==> config.mk <==
export PLATFORM = sky130hd
export DESIGN_NAME = los_monitor_upper_lanes
export DESIGN_NICKNAME = d
export VERILOG_FILES = /design/src/los_pkg.sv /design/src/los_hysteresis.sv /design/src/los_squelch_timer.sv /design/src/los_monitor_upper_lanes.sv
export SDC_FILE = /design/constraint.sdc
export NUM_CORES = 1
export LEC_CHECK = 0
export BUFFER_PORTS_ARGS = -buffer_cell sky130_fd_sc_hd__buf_4
export CAP_MARGIN = 20
export CORE_MARGIN = 3
export CORE_UTILIZATION = 35
export DETAILED_ROUTE_END_ITERATION = 6
export GPL_ROUTABILITY_DRIVEN = 0
export SYNTH_ARGS = -nofsm -noshare
export SYNTH_HDL_FRONTEND = slang
export SYNTH_SLANG_ARGS = --single-unit
==> constraint.sdc <==
create_clock -name clock -period 6.7 [get_ports clock]
set_input_delay 1.34 -clock clock [delete_from_list [all_inputs] [get_ports clock]]
set_output_delay 1.34 -clock clock [all_outputs]
set_load 0.01 [all_outputs]
==> src/los_pkg.sv <==
// Purpose: shared constants, types and helpers for the upper-lane loss monitor
// Assumes: 10 MHz clock, Avalon-MM byte addressing, 8-bit registers in lane 0
// Notes:   register byte address is four times the register index
package los_pkg;

    // ==========================================================
    // geometry
    localparam int NUM_LANES  = 6;
    localparam int CODE_W     = 4;
    localparam int REG_W      = 8;
    localparam int ADDR_W     = 10;
    localparam int DATA_W     = 32;
    localparam int BE_W       = 4;
    localparam int CNT_W      = 10;
    localparam int NUM_DELAY  = 3;

    // ==========================================================
    // register indices (byte address is index * 4)
    localparam logic [7:0] IDX_DETECT_ON   = 8'h98;
    localparam logic [7:0] IDX_DELAY_7_6   = 8'h99;
    localparam logic [7:0] IDX_DELAY_9_8   = 8'h9a;
    localparam logic [7:0] IDX_DELAY_11_10 = 8'h9b;
    localparam logic [7:0] IDX_LOSS_LIVE   = 8'h9c;
    localparam logic [7:0] IDX_LOSS_LATCH  = 8'h9d;
    localparam logic [7:0] IDX_THRESHOLDS  = 8'h9e;
    localparam logic [7:0] IDX_IRQ_ON      = 8'h9f;

    // ==========================================================
    // reset values
    localparam logic [7:0] DELAY_RST      = 8'h99;
    localparam logic [7:0] THRESH_RST     = 8'h62;
    localparam logic [7:0] DETECT_ON_RST  = 8'h40;
    localparam logic [7:0] IRQ_ON_RST     = 8'h00;
    localparam logic [5:0] STATUS_RST     = 6'h00;
    localparam int         REF_ON_BIT     = 6;

    // ==========================================================
    // timing: delay table in tenths of a nanosecond
    localparam int CLK_PERIOD_TENTHS = 1000;
    localparam int DELAY_TENTHS [16] = '{
        25, 50, 100, 200, 400, 800, 1600, 3200,
        4600, 12800, 25600, 51200, 102400, 204800, 409600, 819200
    };

    typedef struct packed {
        logic [CODE_W-1:0] signal_return_threshold;
        logic [CODE_W-1:0] signal_drop_threshold;
    } thresholds_t;

    typedef struct packed {
        logic              read;
        logic              write;
        logic [ADDR_W-1:0] address;
        logic [DATA_W-1:0] writedata;
        logic [BE_W-1:0]   byteenable;
    } bus_req_t;

    typedef enum logic [1:0] {
        SQ_IDLE   = 2'b00,
        SQ_WAIT   = 2'b01,
        SQ_ACTIVE = 2'b11
    } squelch_state_t;

    // least delay, so round up; never below one cycle
    function automatic logic [CNT_W-1:0] delay_cycles(input logic [CODE_W-1:0] code);
        int c;
        c = (DELAY_TENTHS[code] + CLK_PERIOD_TENTHS - 1) / CLK_PERIOD_TENTHS;
        if (c < 1) begin
            c = 1;
        end
        return CNT_W'(c);
    endfunction

    function automatic logic [ADDR_W-1:0] reg_addr(input logic [7:0] idx);
        return {idx, 2'b00};
    endfunction

endpackage

==> src/los_hysteresis.sv <==
// Purpose: per-lane loss detector with assert/deassert hysteresis
// Assumes: level code is the digitised input swing in 25 mV steps
// Notes:   a disabled detector holds its status at zero
`timescale 1ns/1ps
module los_hysteresis
    import los_pkg::*;
(
    input  wire logic              clock,
    input  wire logic              rst,
    input  wire logic              detector_on,
    input  wire logic [CODE_W-1:0] level,
    input  wire thresholds_t       thresholds,
    output logic                   loss_r,
    output logic                   event_r
);

    // ==========================================================
    // status with hysteresis
    always_ff @(posedge clock) begin
        if (rst) begin
            loss_r <= 1'b0;
        end else if (!detector_on) begin
            loss_r <= 1'b0;
        end else if (level < thresholds.signal_drop_threshold) begin
            loss_r <= 1'b1;
        end else if (level > thresholds.signal_return_threshold) begin
            loss_r <= 1'b0;
        end
    end

    // one-cycle pulse on each new loss
    always_ff @(posedge clock) begin
        if (rst) begin
            event_r <= 1'b0;
        end else begin
            event_r <= detector_on && !loss_r && (level < thresholds.signal_drop_threshold);
        end
    end

endmodule

==> src/los_squelch_timer.sv <==
// Purpose: delays the squelch of one transmit lane after a loss event
// Assumes: event is a one-cycle pulse, loss is the live status level
// Notes:   delay code is captured at the event; later writes act next event
`timescale 1ns/1ps
module los_squelch_timer
    import los_pkg::*;
(
    input  wire logic              clock,
    input  wire logic              rst,
    input  wire logic              loss,
    input  wire logic              loss_event,
    input  wire logic [CODE_W-1:0] delay_code,
    output logic                   squelch_r
);

    squelch_state_t   state_r;
    logic [CNT_W-1:0] count_r;

    // ==========================================================
    // delay state machine
    always_ff @(posedge clock) begin
        if (rst) begin
            state_r   <= SQ_IDLE;
            count_r   <= '0;
            squelch_r <= 1'b0;
        end else begin
            case (state_r)
                SQ_IDLE: begin
                    if (loss_event) begin
                        state_r <= SQ_WAIT;
                        count_r <= delay_cycles(delay_code);
                    end
                end
                SQ_WAIT: begin
                    if (!loss) begin
                        state_r <= SQ_IDLE;
                    end else if (count_r == CNT_W'(1)) begin
                        state_r   <= SQ_ACTIVE;
                        squelch_r <= 1'b1;
                    end else begin
                        count_r <= count_r - CNT_W'(1);
                    end
                end
                SQ_ACTIVE: begin
                    // signal back: release the transmitter at once
                    if (!loss) begin
                        state_r   <= SQ_IDLE;
                        squelch_r <= 1'b0;
                    end
                end
                default: begin
                    state_r   <= SQ_IDLE;
                    squelch_r <= 1'b0;
                end
            endcase
        end
    end

endmodule

==> src/los_monitor_upper_lanes.sv <==
// Purpose: loss-of-signal monitor and squelch control for receive lanes 6 to 11
// Assumes: Avalon-MM slave, byte address, data in byte lane 0
// Notes:   every access answers with waitrequest low one cycle after it starts
//
// What this block does
// - one 4-bit squelch delay per lane, two lanes per register, high lane up
// - after a loss event, squelch the lane's transmitter after the coded delay
// - every squelch delay field resets to code 9, registers to 0x99
// - read-only live loss field, one bit per lane, 1 means no signal
// - live bit sets when the input level falls below the drop threshold
// - live bit clears above the return threshold or when the lane's detector is disabled; holds in between
// - read-only latched loss field, bit set by an event stays set until a read returns it
// - live and latched status reset to all zeros
// - threshold register: return code upper nibble, drop code lower nibble
// - threshold register resets to 0x62
// - a lane detects loss only while its detector enable bit is one
// - interrupt is the OR of latched loss bits gated by interrupt enables
//
// Implementation choice: the Avalon-MM register port.
`timescale 1ns/1ps
module los_monitor_upper_lanes
    import los_pkg::*;
(
    input  wire logic                             clock,
    input  wire logic                             rst,
    input  wire logic [ADDR_W-1:0]                address,
    input  wire logic                             read,
    input  wire logic                             write,
    input  wire logic [DATA_W-1:0]                writedata,
    input  wire logic [BE_W-1:0]                  byteenable,
    output logic      [DATA_W-1:0]                readdata,
    output logic                                  waitrequest,
    input  wire logic [NUM_LANES-1:0][CODE_W-1:0] lane_level,
    output logic      [NUM_LANES-1:0]             lane_squelch,
    output logic                                  loss_reference_on,
    output logic                                  irq
);

    // ==========================================================
    // register state
    bus_req_t                  req;
    logic [REG_W-1:0]          delay_r [NUM_DELAY];
    thresholds_t               thresholds_r;
    logic [REG_W-1:0]          detect_on_r;
    logic [REG_W-1:0]          irq_on_r;
    logic [NUM_LANES-1:0]      latched_r;
    logic [NUM_LANES-1:0]      latched_nxt;
    logic [NUM_LANES-1:0]      live_loss;
    logic [NUM_LANES-1:0]      loss_event;
    logic [DATA_W-1:0]         readdata_r;
    logic [DATA_W-1:0]         readdata_nxt;
    logic                      waitrequest_r;
    logic                      irq_r;
    logic                      take;
    logic                      wr_take;
    logic                      rd_take;
    logic                      wr_lane0;

    assign req.read       = read;
    assign req.write      = write;
    assign req.address    = address;
    assign req.writedata  = writedata;
    assign req.byteenable = byteenable;

    assign readdata          = readdata_r;
    assign waitrequest       = waitrequest_r;
    assign irq               = irq_r;
    assign loss_reference_on = detect_on_r[REF_ON_BIT];

    // ==========================================================
    // bus handshake
    // the request is taken at the edge where waitrequest is seen low
    assign take     = (req.read || req.write) && !waitrequest_r;
    assign wr_take  = take && req.write;
    assign rd_take  = take && req.read;
    assign wr_lane0 = wr_take && req.byteenable[0];

    always_ff @(posedge clock) begin
        if (rst) begin
            waitrequest_r <= 1'b1;
        end else begin
            // drop for exactly one cycle per request, then rise again
            waitrequest_r <= !((req.read || req.write) && waitrequest_r);
        end
    end

    // ==========================================================
    // read mux, registered one cycle ahead of the taking edge
    always_comb begin
        readdata_nxt = '0;
        if (req.address == reg_addr(IDX_DETECT_ON)) begin
            readdata_nxt[REG_W-1:0] = detect_on_r;
        end else if (req.address == reg_addr(IDX_DELAY_7_6)) begin
            readdata_nxt[REG_W-1:0] = delay_r[0];
        end else if (req.address == reg_addr(IDX_DELAY_9_8)) begin
            readdata_nxt[REG_W-1:0] = delay_r[1];
        end else if (req.address == reg_addr(IDX_DELAY_11_10)) begin
            readdata_nxt[REG_W-1:0] = delay_r[2];
        end else if (req.address == reg_addr(IDX_LOSS_LIVE)) begin
            readdata_nxt[NUM_LANES-1:0] = live_loss;
        end else if (req.address == reg_addr(IDX_LOSS_LATCH)) begin
            readdata_nxt[NUM_LANES-1:0] = latched_r;
        end else if (req.address == reg_addr(IDX_THRESHOLDS)) begin
            readdata_nxt[REG_W-1:0] = thresholds_r;
        end else if (req.address == reg_addr(IDX_IRQ_ON)) begin
            readdata_nxt[REG_W-1:0] = irq_on_r;
        end else begin
            readdata_nxt = '0;
        end
    end

    always_ff @(posedge clock) begin
        if (rst) begin
            readdata_r <= '0;
        end else if (req.read && waitrequest_r) begin
            readdata_r <= readdata_nxt;
        end
    end

    // ==========================================================
    // squelch delay registers
    always_ff @(posedge clock) begin
        if (rst) begin
            for (int i = 0; i < NUM_DELAY; i++) begin
                delay_r[i] <= DELAY_RST;
            end
        end else if (wr_lane0) begin
            if (req.address == reg_addr(IDX_DELAY_7_6)) begin
                delay_r[0] <= req.writedata[REG_W-1:0];
            end else if (req.address == reg_addr(IDX_DELAY_9_8)) begin
                delay_r[1] <= req.writedata[REG_W-1:0];
            end else if (req.address == reg_addr(IDX_DELAY_11_10)) begin
                delay_r[2] <= req.writedata[REG_W-1:0];
            end
        end
    end

    // ==========================================================
    // threshold register
    // ordering of the two codes is left to software; no check here
    always_ff @(posedge clock) begin
        if (rst) begin
            thresholds_r <= THRESH_RST;
        end else if (wr_lane0 && req.address == reg_addr(IDX_THRESHOLDS)) begin
            thresholds_r <= req.writedata[REG_W-1:0];
        end
    end

    // ==========================================================
    // detector enables and interrupt enables
    always_ff @(posedge clock) begin
        if (rst) begin
            detect_on_r <= DETECT_ON_RST;
        end else if (wr_lane0 && req.address == reg_addr(IDX_DETECT_ON)) begin
            detect_on_r <= req.writedata[REG_W-1:0];
        end
    end

    always_ff @(posedge clock) begin
        if (rst) begin
            irq_on_r <= IRQ_ON_RST;
        end else if (wr_lane0 && req.address == reg_addr(IDX_IRQ_ON)) begin
            irq_on_r <= req.writedata[REG_W-1:0];
        end
    end

    // ==========================================================
    // per-lane detectors and squelch timers
    for (genvar g = 0; g < NUM_LANES; g++) begin : g_lane
        los_hysteresis u_detect (
            .clock       (clock),
            .rst         (rst),
            .detector_on (detect_on_r[g]),
            .level       (lane_level[g]),
            .thresholds  (thresholds_r),
            .loss_r      (live_loss[g]),
            .event_r     (loss_event[g])
        );

        // even lane in the low nibble, odd lane in the high nibble
        los_squelch_timer u_squelch (
            .clock      (clock),
            .rst        (rst),
            .loss       (live_loss[g]),
            .loss_event (loss_event[g]),
            .delay_code (delay_r[g/2][(g%2)*CODE_W +: CODE_W]),
            .squelch_r  (lane_squelch[g])
        );
    end

    // ==========================================================
    // latched loss with clear on read
    // only bits returned by the read are cleared; a new event wins
    always_comb begin
        latched_nxt = latched_r;
        if (rd_take && req.address == reg_addr(IDX_LOSS_LATCH)) begin
            latched_nxt = latched_r & ~readdata_r[NUM_LANES-1:0];
        end
        latched_nxt = latched_nxt | loss_event;
    end

    always_ff @(posedge clock) begin
        if (rst) begin
            latched_r <= STATUS_RST;
        end else begin
            latched_r <= latched_nxt;
        end
    end

    // ==========================================================
    // interrupt, registered so the pin is glitch free
    always_ff @(posedge clock) begin
        if (rst) begin
            irq_r <= 1'b0;
        end else begin
            irq_r <= |(latched_r & irq_on_r[NUM_LANES-1:0]);
        end
    end

endmodule

---- Word-level counts from Yosys, hierarchy flattened ----
Memory sizes are Yosys's and may differ from the RTL's.
Index checks and enable logic that the tools add are counted.
operators by class
  $add $sub $neg .......................... 18
  divide/modulo/power cells ............... 6
  order comparisons ....................... 24
  eq/ne operators ......................... 62
  mux-type cells .......................... 140
  bitwise operators ....................... 25
  reductions and logical operators ........ 74
operators by type and width
  kind                    number
  $mux 32                 12
  $mux 10                 24
  $add 32x11->32 const B  6
  $div 32x11->32 const B  6
  $lt 32x2->1 const B     6
  $sub 32x2->32 const B   6
  $pmux 10 s2             6
  $eq 10x10->1 const B    8
  $mux 8                  9
  $eq 10x1->1 const B     6
  $sub 10x1->10 const B   6
  $mux 2                  26
  $ne 2x2->1 const B      24
  $reduce_and 4->1        12
  $mux 1                  47
  $pmux 2 s3              6
  $ge 5x5->1 const B      6
  $not 4->5               6
  $gt 4x4->1              6
  $lt 4x4->1              6
  $mux 24                 1
  $reduce_bool 2->1       12
  $logic_and 1x1->1       22
  $mux 6                  3
  other kinds (16)        77
storage, ports and cells
  flip-flop bits (word level) ............. 154
  memory bits (writable) .................. 24
  bits in read-only memories .............. 3072
  bits of input ports ..................... 74
  output and inout port bits .............. 41
  memories ................................ 7
memories
  memory            words  bits a word  read ports  clocked after Yosys merged registers in  wr ports  line           RTL
  (name not given)  16     32           1           0                                        0         los_pkg.sv:67  c = (DELAY_TENTHS[code] + CLK_PERIOD_TENTHS - 1) / CLK_PERIOD_TENTHS;
  (name not given)  16     32           1           0                                        0         los_pkg.sv:67
  (name not given)  16     32           1           0                                        0         los_pkg.sv:67
  (name not given)  16     32           1           0                                        0         los_pkg.sv:67
  (name not given)  16     32           1           0                                        0         los_pkg.sv:67
  (name not given)  16     32           1           0                                        0         los_pkg.sv:67
  1 more memories   n/a    n/a          n/a         n/a                                      n/a       n/a

---- Depth between registers and ports, before layout ----
An unclocked memory read counts as a cell.
  depth in word-level cells ............... 12
  mapped depth ............................ 25
  mapped depth without buffers ............ 22

---- Hierarchy ----
Synthesis repeated with hierarchy kept, for this count alone.
second synthesis, totals
  cell total of the unflattened synthesis .. 3117
  area total of the unflattened synthesis .. 22577.9 um^2
modules (own cells, without submodules)
  module                                       times used  cells each  area each (um^2)  sequential area each (um^2)
  los_squelch_timer (g_lane[0].u_squelch ...)  4           430         2954.1            260.2
  los_squelch_timer (g_lane[2].u_squelch ...)  2           445         3040.4            260.2
  los_monitor_upper_lanes                      1           327         3179.3            1521.5
  los_hysteresis                               6           30          250.2             40.0

---- Worst setup path before layout ----
OpenSTA, ideal clock, no wires.
  path type ............................... reg2reg
  start ................................... memory delay_r[2][1] (netlist: delay_r[0][17])
  end ..................................... register g_lane[4].u_squelch.count_r[0]
  arrival time ............................ 5810 ps
  required time ........................... 6578 ps
  setup slack ............................. 767 ps
  cell stages (with the launch flop) ...... 24
  buffers on the path ..................... 3
  period minus slack after synthesis ...... 5933 ps
  cells stage by stage .................... edfxtp_1 buf_2 inv_1 ha_1 nand2_1 a221o_1 or4_4 a21boi_1 or2_2 buf_2 mux2_2 o311a_1 or2_1 buf_2 nor4_4 nor3b_1 nor2_1 a211oi_2 mux2i_1 nand2_1 a31o_1 mux2i_1 a211o_1 a311o_1
RTL lines
  element                 line                           RTL
  start: declaration      los_monitor_upper_lanes.sv:42  logic [REG_W-1:0] delay_r [NUM_DELAY];
  end signal: assignment  los_squelch_timer.sv:31        count_r <= delay_cycles(delay_code);
  end signal: assignment  los_squelch_timer.sv:41        count_r <= count_r - CNT_W'(1);
  end: declaration        los_squelch_timer.sv:17        logic [CNT_W-1:0] count_r;

==> parameters.txt <==
Parameter                              Value

Logic synthesis
  Main area contributors after synthesis ... sky130_fd_sc_hd__dfxtp_1 15%, sky130_fd_sc_hd__ha_1 6.2%, sky130_fd_sc_hd__nand2_1 6.1%, sky130_fd_sc_hd__o21ai_0 5.8%, sky130_fd_sc_hd__a21oi_1 5.7%
  Mean instance size in the synthesized netlist ... between 7 and 8 sq um
  Synthesized instance count ... between 2000 and 2500
  Total number of yosys warnings ... 0
  Async S/R FF share, synth ... 0%
  Top-count cell post-synth ... sky130_fd_sc_hd__nand2_1
  Synthesized area ... roughly 17000 sq um
  Top-area cell type share of the netlist area ... ~15%
  Post-synth EDFFs ... 24
  Cell type with the largest total area after synthesis ... sky130_fd_sc_hd__dfxtp_1
  Top cells by instance count after synthesis ... 281 x sky130_fd_sc_hd__nand2_1, 213 x sky130_fd_sc_hd__nor2_1, 200 x sky130_fd_sc_hd__o21ai_0, 198 x sky130_fd_sc_hd__a21oi_1, 130 x sky130_fd_sc_hd__dfxtp_1
  Cell variety after synth ... 98
  Sequential cell area fraction in the yosys report ... 19.2%
  Primary FF master, synth ... sky130_fd_sc_hd__dfxtp_1
  Flop and latch count out of synthesis ... ~150

Die
  I/O pin total ... 115
  Floorplan die height ... between 200 and 250 um
  Placeable core region ... 48300 sq um
  Starting utilization of the core area ... around 36%
  Die area ... 52300 sq um
  Placement row count ... 80
  Width of the die ... roughly 230 um

Flow run
  Max-cap violations ... 0

Placed design
  Dpl cell area ... 18400 sq um
  Number of buffers inserted by port buffering ... 63
  Placed insts ... 3104
  HPWL reported at the end of detailed placement ... 40900 um

Clocking
  Quantity of gates resized following cts ... 0
  CTS H-tree lvls ... 4
  Post-CTS Setup Repair Bufs ... 0
  CTS tree ... done
  Clock slew at reported path FFs ... 70 ps
  Clk root buf ... sky130_fd_sc_hd__clkbuf_16
  Clk sink count ... ~150
  Maximum number of buffers from clock root to sink ... 2
  Hold Buf Count CTS ... 0
  Number of buffers created by CTS ... 17
  Worst-Skew Late Latency ... about 440 ps

Cells and area
  Fraction of layout instances using a drive strength above 1 ... around 8.8%
  Non-Filler Cell Area, Final ... 19000 sq um
  Synth-to-layout area growth ... 9.69%
  Sequential cell area ... ~3300 sq um
  Total Nets Final ... between 2000 and 3000
  Non-Filler Instances ... approximately 3100
  Multi-input logic area ... around 13000 sq um
  Layout fillers ... slightly below 5000

Timing
  Final critical-path required period ... around 6300 ps
  Hold_ws ... roughly 460 ps
  Number of pins exceeding their max-slew limit in the final report ... 0
  Final Skew ... approximately 12 ps
  Post-route fraction of the period consumed by the critical path ... 94.3%
  Slew at the pin with the worst max-slew slack ... around 1100 ps
  Worst max-slew margin expressed relative to the limit ... 29.1%
  Max frequency ... around 160 MHz
  Setup repair after global routing missed its margin ... yes
  Hold violation total from the final report ... 0
  Final count of negative-setup-slack endpoints ... 0
  Sum of negative setup slack ... 0 ps

Pwr
  Relative contribution of combinational cells to total power ... approximately a quarter
  Internal Dissipation ... about 1.7 mW
  Reported leakage power ... between 7 and 8 nW
  Overall power of the completed layout ... 2.56 mW
  Net Switching ... about 850 uW
  Switching power share of the total ... roughly a third
  Cell Pwr Density ... ~130 nW/um^2
  Fraction of power consumed by the clock network ... around two fifths
  Highest ir drop seen on vdd ... 136 uV
  Sequential share of power ... 37.2%

Outcome
  Run status ... finished clean

Route
  Number of remaining DRC errors ... 0
  Number of design-rule violations left by the first detailed-router iteration ... ~1600
  First drt pass iteration count ... 6
  Number of nets with antenna violations after routing ... 0
  DR vias ... between 15000 and 20000
  Routed via count divided by cell count ... about 6
  Avg WL per Cell ... around 17 um
  Post-Route WL ... ~54000 um

Worst setup path
  Worst Path Required ... approximately 7000 ps
  Startpoint type of the worst setup path ... register
  Crit. End Element ... register
  Critical Path Fanout Max ... 14
  Kind of critical path ... reg2reg
  Data arrival, critical path ... ~6600 ps

GRT
  Number of antenna violations at the first check in global routing ... 3
  Largest net degree at the start of global routing ... 74
  Gr ovfl total ... 0
  GRT Resource Usage Total ... approximately a fifth
  Wire length of the first global-routing pass ... approximately 88000 um
  Vias in the first global route ... about 17000

Worst hold path
  Type of the worst min-delay path ... reg2reg
per-layer routing:
metal | global-route usage [%] | share of wire [%]
met1 | 26.2 | 45
met2 | 32.9 | 46
met3 | 3.22 | 6.6
met4 | 5.98 | 2.2
met5 | 0 | 0.033
worst max-delay path, stage by stage, from the launching register on:
cell and delay [ps]:
sky130_fd_sc_hd__edfxtp_1 350, sky130_fd_sc_hd__inv_1 150, sky130_fd_sc_hd__ha_1 400, sky130_fd_sc_hd__mux2i_1 320, sky130_fd_sc_hd__o2bb2ai_1 210, sky130_fd_sc_hd__or4_4 630, sky130_fd_sc_hd__a21boi_1 230, sky130_fd_sc_hd__or2_2 250
sky130_fd_sc_hd__mux2_2 380, sky130_fd_sc_hd__o311a_1 420, sky130_fd_sc_hd__or2_1 350, sky130_fd_sc_hd__nor4_4 390, sky130_fd_sc_hd__a311o_2 320, sky130_fd_sc_hd__nand2_1 150, sky130_fd_sc_hd__a211oi_2 280, sky130_fd_sc_hd__mux2i_1 310
sky130_fd_sc_hd__nand2_1 120, sky130_fd_sc_hd__a31o_1 250, sky130_fd_sc_hd__mux2i_1 120, sky130_fd_sc_hd__a211o_1 320, sky130_fd_sc_hd__a311o_1 260
registers in the layout (all words and copies together) (netlist names):
signal,count
g_lane.u_detect.event_r,6
g_lane.u_squelch.count_r,60
detect_on_r,8
delay_r,24
waitrequest,1
g_lane.u_detect.loss_r,6
g_lane.u_squelch.state_r,12
latched_r,6
irq_on_r,8
readdata,8
thresholds_r,8
irq,1
g_lane.u_squelch.squelch_r,6
final cells by class:
cell class | instances | share of cell area, %
Tap cell | 656 | 4.31
Clock inverter | 15 | 0.862
Antenna cell | 2 | 0.0263
Sequential cell | 154 | 17.5
Timing Repair Buffer | 116 | 4.58
Inverter | 80 | 1.58
Clock buffer | 17 | 2.24
Multi-Input combinational cell | 2100 | 68.9
cell usage in the layout (no fill, tap or decap), types with 24 or more instances in the layout:
cell type,instances
sky130_fd_sc_hd__a211oi_1,48
sky130_fd_sc_hd__a21oi_1,198
sky130_fd_sc_hd__a22oi_1,36
sky130_fd_sc_hd__and2_1,39
sky130_fd_sc_hd__and3_1,26
sky130_fd_sc_hd__buf_4,116
sky130_fd_sc_hd__conb_1,24
sky130_fd_sc_hd__dfxtp_1,130
sky130_fd_sc_hd__edfxtp_1,24
sky130_fd_sc_hd__ha_1,86
sky130_fd_sc_hd__inv_1,79
sky130_fd_sc_hd__mux2i_1,33
sky130_fd_sc_hd__nand2_1,281
sky130_fd_sc_hd__nand2b_1,60
sky130_fd_sc_hd__nand3_1,89
sky130_fd_sc_hd__nor2_1,213
sky130_fd_sc_hd__nor2b_1,54
sky130_fd_sc_hd__nor3_1,91
sky130_fd_sc_hd__o211ai_1,28
sky130_fd_sc_hd__o21ai_0,199
sky130_fd_sc_hd__o22ai_1,30
sky130_fd_sc_hd__or2_2,28
sky130_fd_sc_hd__or3_1,24
sky130_fd_sc_hd__xnor2_1,54
sky130_fd_sc_hd__xor2_1,28
logic make-up after synthesis:
logic type | count (synthesis) | synth area share, %
compound gates | 833 | 31.7
xor+xnor | 87 | 4.63
fa+ha+maj | 89 | 6.38
buf+inv | 238 | 5.91
flops | 154 | 19.2
mux | 45 | 2.76
other cells | 1 | 0.0216
simple gates | 1022 | 29.4
final timing paths:
kind                   from                              to  slack (ps)  cells after the start
max reg2reg  delay_r[0][17]  g_lane[4].u_squelch.count_r[0]         380                     20
min reg2reg  detect_on_r[7]                  detect_on_r[7]         460                      2
min          detect_on_r[7]                  detect_on_r[7]         460                      2
max          delay_r[0][17]  g_lane[4].u_squelch.count_r[0]         380                     20
through the flow:
stage / utilization, % / setup slack (ps)
4_1_cts: 39.3 / 345
3_5_place_dp: 38.0 / 379
2_1_floorplan: - / 767
6_report: 39.4 / 382
3_3_place_gp: 38.0 / 506
5_1_grt: 39.4 / -122
power groups by stage:
stage	clock network (mW)	logic, mW	registers [mW]
4_1_cts	0.995	0.616	0.951
3_5_place_dp	0	0.613	0.972
5_1_grt	1.03	0.694	0.952
3_3_place_gp	0	0.600	0.972
6_report	0.975	0.631	0.951
2_1_floorplan	0	0.469	0.967
(Power assumes the default switching activity.)
